--- config.mk ---
export PLATFORM = sky130hd
export DESIGN_NAME = srm_err_push
export DESIGN_NICKNAME = d
export VERILOG_FILES = /design/src/design/srm_err_push.v
export VERILOG_INCLUDE_DIRS = /design/src /design/src/design
export SDC_FILE = /design/constraint.sdc
export NUM_CORES = 1
export LEC_CHECK = 0
export BUFFER_PORTS_ARGS = -buffer_cell sky130_fd_sc_hd__buf_2
export CAP_MARGIN = 40
export CORE_AREA = 10 10 47 49
export DETAILED_ROUTE_END_ITERATION = 12
export DIE_AREA = 0 0 57 59
export PLACE_DENSITY = 0.31
export SLEW_MARGIN = 15
export SYNTH_ARGS = -nofsm -noshare
export SYNTH_HDL_FRONTEND = slang
export SYNTH_SLANG_ARGS = --single-unit
--- constraint.sdc ---
create_clock -name mclk_in -period 1.58 [get_ports mclk_in]
set_clock_uncertainty 0.15 [all_clocks]
set_input_delay 0.316 -clock mclk_in [delete_from_list [all_inputs] [get_ports mclk_in]]
set_output_delay 0.316 -clock mclk_in [all_outputs]
set_load 0.1 [all_outputs]
--- src/design/srm_map.vh ---
// Bit positions, reset values and strobe layout of the status reporting block
`ifndef SRM_MAP_VH
`define SRM_MAP_VH
// Standard event latch bit positions
`define SRM_EV_OPC 0
`define SRM_EV_CRQ 1
`define SRM_EV_QYE 2
`define SRM_EV_DDE 3
`define SRM_EV_EXE 4
`define SRM_EV_CME 5
`define SRM_EV_URQ 6
`define SRM_EV_PON 7
// Summary status byte bit positions
`define SRM_SB_MAV 4
`define SRM_SB_ESB 5
`define SRM_SB_MSS 6
`define SRM_SB_OSE 7
// Power-on value of the event latch: only the power-on flag set
`define SRM_EVL_RESET 8'h80
// Bits that can never be set: user request and control request
`define SRM_EVL_NEVER 8'h42
// Service request mask bit ignored when forming the master summary
`define SRM_SRM_IGNORE 8'h40
`define SRM_MASK_RESET 8'h00
// Error-class codes on the queue push strobe
`define SRM_ERR_NONE 2'h0
`define SRM_ERR_CMD 2'h0
`define SRM_ERR_RUN 2'h1
`define SRM_ERR_DEV 2'h2
`define SRM_ERR_QRY 2'h3
`endif

--- src/design/srm_err_push.v ---
// Error-queue push strobe and class encoder for the status reporting block
`include "srm_map.vh"

module srm_err_push (
   input wire mclk_in,
   input wire rst_n_in,
   input wire cmd_err_in,
   input wire run_fail_in,
   input wire dev_err_in,
   input wire qry_err_in,
   output reg push_out,
   output reg [1:0] class_out
);
   // ************************************************
   // Push register
   // ************************************************
   // One push per cycle; when several errors coincide the command error wins
   always @(posedge mclk_in) begin
      if (!rst_n_in) begin
         push_out <= 1'b0;
         class_out <= `SRM_ERR_NONE;
      end else begin
         push_out <= cmd_err_in | run_fail_in | dev_err_in | qry_err_in;
         if (cmd_err_in) begin
            class_out <= `SRM_ERR_CMD;
         end else if (run_fail_in) begin
            class_out <= `SRM_ERR_RUN;
         end else if (dev_err_in) begin
            class_out <= `SRM_ERR_DEV;
         end else if (qry_err_in) begin
            class_out <= `SRM_ERR_QRY;
         end else begin
            class_out <= `SRM_ERR_NONE;
         end
      end
   end
endmodule

==> results of run 1 <==
## cell type report
type                       count  area, µm²
clock buffer                   4       26.3
fill                         170       1210
inverter                       1       3.75
multi-input combinational      6       37.5
sequential                     3       60.1
tap                           16       20.0
timing repair buffer           8       40.0
## through the flow
stage	hold WS [ps]	util (%)	area [µm²]
after floorplan	245	-	101
after global placement	361	11.5	161
after detailed placement	380	11.5	161
after CTS	130	13.4	188
after global routing	135	13.4	188
final	138	13.4	188
## sequential cells by signal, indices dropped and copies added, names as in the netlist
name and cells:
push_out 1, class_out 2
## synthesized netlist by cell type (all sizes together)
library cell  count
nand2b            2
inv               1
dfxtp             3
nor3              1
a21oi             1
nor2              1
o41a              1
## kinds of logic (layout without fill, tap and decap cells)
kind of cell | count (synthesis) | count (layout) | synth area share [%]
DFF | 3 | 3 | 59.3
and+or+nand+nor | 4 | 4 | 21.0
buffers and inverters | 1 | 13 | 3.70
AOI/OAI and AO/OA | 2 | 2 | 16.0
## routing by layer
layer / routed length [µm] / vias to the layer above
met4: 5 / 0
li1: - / 57
met2: 60 / 11
met5: 0 / -
met1: 242 / 41
met3: 43 / 2
## power by group
| part | internal [mW] | switching, mW |
|---|---|---|
| Clock | 0.0948 | 0.0420 |
| Combinational | 0.0104 | 0.0362 |
| Sequential | 0.0799 | 0.000850 |
| Total | 0.185 | 0.0791 |
## path summary, 6_finish.rpt
kind / endpoint / slack, ps
setup / recovery: class_out[0] / 140
hold / removal: class_out[1] / 140
==> flow_summary.toml, run 1 <==
[status]
status = "finished, final reports clean"

[power_and_ir_drop]
p_per_area_mw_per_mm2 = 1410
irDropWorstVdd_mv = 0.485
power_mw = 0.264
p_leak_nw = 0.0901

[finish]
area.growth.synth_to_final_pct = 85.2
diodes = 0
layout_common_cells = "buf_2, dfxtp_1, clkbuf_4, nand2b_1"
final_common_cell = "buf_2"
final_nets = 29
layout-drive-gt1-share_pct = 50.0
stdcell_count = 38

[worst_setup_path]
critPathCaptureType = "output port"
start_kind = "flip-flop"
max_stage_delay_ps = 420
path_buf_inv = 1
cp.required_ps = 1110
timing_worst_setup_path_type = "reg -> out"
cp_slowest_cell = "buf_2"
cp-startpoint = "class_out[0]"
cp.arrival_ps = 970
crit_fanout = 1
crit_cells = 1
cp_top_family = "buffers and inverters"
cp_cell_sequence = "buf_2"

[synth]
synth_area_um2 = 101
avgSynthCellArea_um2 = 10.1
syn_nets = 16
synth_area_leaders = "dfxtp_1, nand2b_1, o41a_1"
synth_cell_types = 7
yosysTopAreaCellShare_pct = 59.3
synth_warnings = 0
synth-seq-area-share_pct = 59.3
ys_seq_elements = 3
syn-instance-count = 10
synth_largest_area_cell = "dfxtp_1"

[hold_path]
hp-start = "run_fail_in"
hp-class = "in -> reg"
hold_depth = 2

[grt]
grt_util_met3_pct = 3.86
grt_pass1_vias = 125
top_usage_layer = "met3"
antenna_found_initial = 0
grt_pass1_wl_um = 524
overflow = 0
grt_util_met1_pct = 3.18
grt_util_met2_pct = 1.24
grt.total_usage_pct = 2.54
grt_max_degree = 4

[sta]
max_slew_margin_pct = 67.1
max_clock_freq_mhz = 696
slew_viol_final = 0
finalCriticalPeriod_ps = 1440
tightest_slew_ps = 497
setup_ws_ps = 144
setup_viol = 0
finalHoldViolCount = 0
rsz0062_at_grt = "false"
fin_crit_sh_pct = 90.9
fin_tns_setup_ps = 0

[floorplan]
die_area_mm2 = 0.00336
die_h_um = 59
die_width_um = 57
rows = 14
start_util_pct = 7.23
top_level_ports = 9
core_area_mm2 = 0.00140

[routing]
wl_per_cell_um = 9.26
wl_um = 352
ant_nets = 0
drtIter0Drc = 4
via_per_inst = 2.92
drtPass1Iterations = 3
vias = 111
drcViolationCount = 0

[cts]
clkSlewWorstSetupHoldPaths_ps = 40
numCtsBuffers = 3
cts_tree = "done"
cts_resized = 0
cts_hold_buf = 0
root_buffer = "clkbuf_4"
clockBufferDepth = 2
postCtsSetupRepairBufs = 0
numClockSinks = 3
h-tree-depth = 1

[place]
hpwlAfterDp_um = 291
dp_cells = 34
portBuffers = 8
gp_congestion = 0.643
place_ws_ps = 388

[flow_run]
cap_viol_max_count = 0
Power figures use the tool's default switching activity.
==> run 2, diff against run 1 <==
- PLACE_DENSITY: 0.31 -> 0.32
- RECOVER_POWER: default -> 25
==> run 2 against run 1 <==
Net effect:
- largest power group unchanged
- first-iteration DRC count fell by 25%
- combinational power barely moved
- via count rose by 4.5%
- final area fell by 0.67%
- clock-buffer cell count did not move
- non-clock buffer count did not move
- maximum frequency rose by 0.46%
- die area did not move
- highest routed layer is now met3
- clock power fell by 3%
- routed wire length rose by 7.1%
- final cell count did not move
- largest cell class unchanged
- critical path type unchanged
==> flow_summary.toml, run 2 (synthesis gave the netlist of run 1 again) <==
[sta]
setup_viol = 0
hold_ws_ps = 130
fin_crit_sh_pct = 90.5
max_slew_margin_pct = 67.3
rsz0062_at_grt = "false"
max_clock_freq_mhz = 700
finalCriticalPeriod_ps = 1430
fin_tns_setup_ps = 0
slew_viol_final = 0
setup_ws_ps = 151
tightest_slew_ps = 493
finalHoldViolCount = 0

[place]
hpwlAfterDp_um = 332
place_ws_ps = 383
portBuffers = 8
gp_congestion = 0.631

[finish]
layout_common_cells = "buf_2, dfxtp_1, clkbuf_4, nand2b_1, clkbuf_1"
layout-drive-gt1-share_pct = 45.5
final_common_cell = "buf_2"
reg_top3 = "class_out (2), push_out (1)"
regMostFlops = "class_out"
area.growth.synth_to_final_pct = 84.0
diodes = 0
largest_reg_flops = 2
final_nets = 29

[worst_setup_path]
start_kind = "flip-flop"
crit_fanout = 1
critPathCaptureType = "output port"
timing_worst_setup_path_type = "reg -> out"
cp.required_ps = 1110
cp_top_family = "buffers and inverters"
cp_cell_sequence = "buf_2"
max_stage_delay_ps = 420
path_buf_inv = 1
cp_slowest_cell = "buf_2"
cp.arrival_ps = 960

[routing]
wl_per_cell_um = 9.92
vias = 116
drtPass1Iterations = 2
drcViolationCount = 0
wl_um = 377
ant_nets = 0
via_per_inst = 3.05
drtIter0Drc = 3

[cts]
cts_hold_buf = 0
clkSlewWorstSetupHoldPaths_ps = 40
h-tree-depth = 1
cts_tree = "done"
cts_resized = 0
numCtsBuffers = 3
postCtsSetupRepairBufs = 0
clockBufferDepth = 2
numClockSinks = 3
root_buffer = "clkbuf_4"

[grt]
grt_pass1_vias = 152
overflow = 0
grt.total_usage_pct = 2.89
grt_max_degree = 4
grt_pass1_wl_um = 614
antenna_found_initial = 0

[floorplan]
top_level_ports = 9
core_area_mm2 = 0.00140
die_width_um = 57
die_area_mm2 = 0.00336
die_h_um = 59
start_util_pct = 7.23
rows = 14

[power_and_ir_drop]
p_per_area_mw_per_mm2 = 1400
irDropWorstVdd_mv = 0.276
p_leak_nw = 0.0873
power_mw = 0.261

[status]
status = "finished, final reports clean"

[hold_path]
hp-class = "in -> reg"

[flow_run]
cap_viol_max_count = 0
-- run 2: cell types whose count changed in the layout (fill, tap and decap cells not counted) --
cell,change
buf_2,-1
clkbuf_1,+1
-- run 2: area by class of cell --
class / count / area, µm²
sequential: 3 / 60.1
inverter: 1 / 3.75
tap: 16 / 20.0
timing repair buffer: 8 / 38.8
fill: 170 / 1210
clock buffer: 4 / 26.3
multi-input combinational: 6 / 37.5
-- run 2: power breakdown --
part	switching (mW)	leakage [nW]	internal (mW)	total, mW
registers	0.000885	0.0249	0.0800	0.0809
logic	0.0366	0.0475	0.0101	0.0467
clock network	0.0384	0.0150	0.0946	0.133
-- run 2: metrics by stage --
| step | std cells | util [%] | area [µm²] |
|---|---|---|---|
| 6_report | 38 | 13.3 | 186 |
| 5_1_grt | 38 | 13.3 | 186 |
| 4_1_cts | 38 | 13.4 | 188 |
| 3_5_place_dp | 34 | 11.5 | 161 |
| 3_3_place_gp | 34 | 11.5 | 161 |
| 2_1_floorplan | 10 | - | 101 |
-- run 2: worst paths after layout --
kind / depth (start not counted) / slack (ps) / startpoint / end
worst max-delay path: 1 / 150 / class_out[1] / class_out[1]
worst min-delay path: 2 / 130 / run_fail_in / class_out[1]
-- run 2: routing by layer --
metal	wire (µm)	vias up	global-route usage, %
met4	0	0	3.02
met1	230	49	3.31
met5	0	-	0
li1	-	58	-
met2	107	9	2.17
met3	40	0	3.43
==> run 3, diff against run 2 <==
- CELL_PAD_IN_SITES_DETAIL_PLACEMENT: default -> 1
- CELL_PAD_IN_SITES_GLOBAL_PLACEMENT: default -> 2
- CTS_BUF_LIST: default -> sky130_fd_sc_hd__clkbuf_8
- PLACE_DENSITY: 0.32 -> 0.45
==> run 3 against run 2 <==
Net effect:
- via count rose by 4.3%
- global-route usage grew 0.17 points
- final cell count unchanged
- utilization rose by 1.3 points
- clock power increased by 62%
- critical path type unchanged
==> flow_summary.toml, run 3 (synthesis gave the netlist of run 1 again) <==
[floorplan]
top_level_ports = 9
core_area_mm2 = 0.00140
die_h_um = 59
die_width_um = 57
start_util_pct = 7.23
die_area_mm2 = 0.00336
rows = 14

[worst_setup_path]
cp_slowest_cell = "buf_2"
timing_worst_setup_path_type = "reg -> out"
cp.arrival_ps = 940
critPathCaptureType = "output port"
crit_fanout = 1
max_stage_delay_ps = 420
cp_top_family = "buffers and inverters"
cp_cell_sequence = "buf_2"
path_buf_inv = 1
start_kind = "flip-flop"
cp.required_ps = 1110

[cts]
numClockSinks = 3
cts_hold_buf = 0
h-tree-depth = 1
root_buffer = "clkbuf_8"
postCtsSetupRepairBufs = 0
cts_tree = "done"
clockBufferDepth = 2
numCtsBuffers = 3
clkSlewWorstSetupHoldPaths_ps = 30
cts_resized = 0

[sta]
fin_crit_sh_pct = 89.2
max_clock_freq_mhz = 709
finalCriticalPeriod_ps = 1410
max_slew_margin_pct = 67.0
rsz0062_at_grt = "false"
fin_tns_setup_ps = 0
finalHoldViolCount = 0
hold_ws_ps = 158
tightest_slew_ps = 499
setup_ws_ps = 170
setup_viol = 0
slew_viol_final = 0

[finish]
area.growth.synth_to_final_pct = 102
final_nets = 29
final_common_cell = "buf_2"
layout_common_cells = "buf_2, dfxtp_1, clkbuf_8, inv_1, nand2b_1"
layout-drive-gt1-share_pct = 45.5
diodes = 0
largest_reg_flops = 2
fillerInstances = 172
reg_top3 = "class_out (2), push_out (1)"
regMostFlops = "class_out"

[place]
place_ws_ps = 389
portBuffers = 8
gp_congestion = 0.643
hpwlAfterDp_um = 339

[routing]
wl_per_cell_um = 11.1
drtIter0Drc = 1
wl_um = 423
drcViolationCount = 0
vias = 121
ant_nets = 0
via_per_inst = 3.18
drtPass1Iterations = 2

[power_and_ir_drop]
p_int_mw = 0.256
power_frac_seq_pct = 23.7
switching_share_pct = 25.5
p_clk_share_pct = 62.7
power_mw = 0.343
combPwrFrac_pct = 13.6
irDropWorstVdd_mv = 0.540
p_leak_nw = 0.0993
power_switching_mw = 0.0875
p_per_area_mw_per_mm2 = 1670

[grt]
grt_pass1_vias = 131
overflow = 0
antenna_found_initial = 0
grt_max_degree = 4
grt_pass1_wl_um = 648
grt.total_usage_pct = 3.06

[flow_run]
cap_viol_max_count = 0

[hold_path]
hp-class = "in -> reg"

[status]
status = "finished, final reports clean"
[run 3: area by class of cell]
| cell class | count | area [µm²] | area share (%) |
|---|---|---|---|
| clock buffers | 3 | 41.3 | 20.1 |
| clock inverters | 1 | 3.75 | 1.83 |
| inverters | 1 | 3.75 | 1.83 |
| multi-input cells | 6 | 37.5 | 18.3 |
| flip-flops and latches | 3 | 60.1 | 29.3 |
| well taps | 16 | 20.0 | 9.76 |
| repair buffers | 8 | 38.8 | 18.9 |
[run 3: worst paths after layout]
path            to  depth (start not counted)  slack, ps        start
max       push_out                          1        170     push_out
min   class_out[1]                          2        160  run_fail_in
[run 3: power groups by stage]
stage | clock network (mW) | logic [mW] | registers (mW)
finish | 0.215 | 0.0467 | 0.0812
global route | 0.230 | 0.0487 | 0.0816
CTS | 0.223 | 0.0475 | 0.0814
detailed placement | 0 | 0.0473 | 0.0823
global placement | 0 | 0.0462 | 0.0819
floorplan | 0 | 0.00538 | 0.110
[run 3: per-stage QoR]
| step | utilization [%] | area (µm²) | std cells |
|---|---|---|---|
| floorplan | - | 101 | 10 |
| global placement | 11.5 | 161 | 34 |
| finish | 14.6 | 205 | 38 |
| CTS | 14.7 | 206 | 38 |
| global route | 14.6 | 205 | 38 |
| detailed placement | 11.5 | 161 | 34 |
[run 3: routing by layer]
layer	vias to the layer above	share of wire, %	track usage, %
li1	57	-	-
met1	51	50	3.31
met2	11	31	2.17
met3	2	17	4.29
met4	0	0.95	3.02
met5	-	0	0
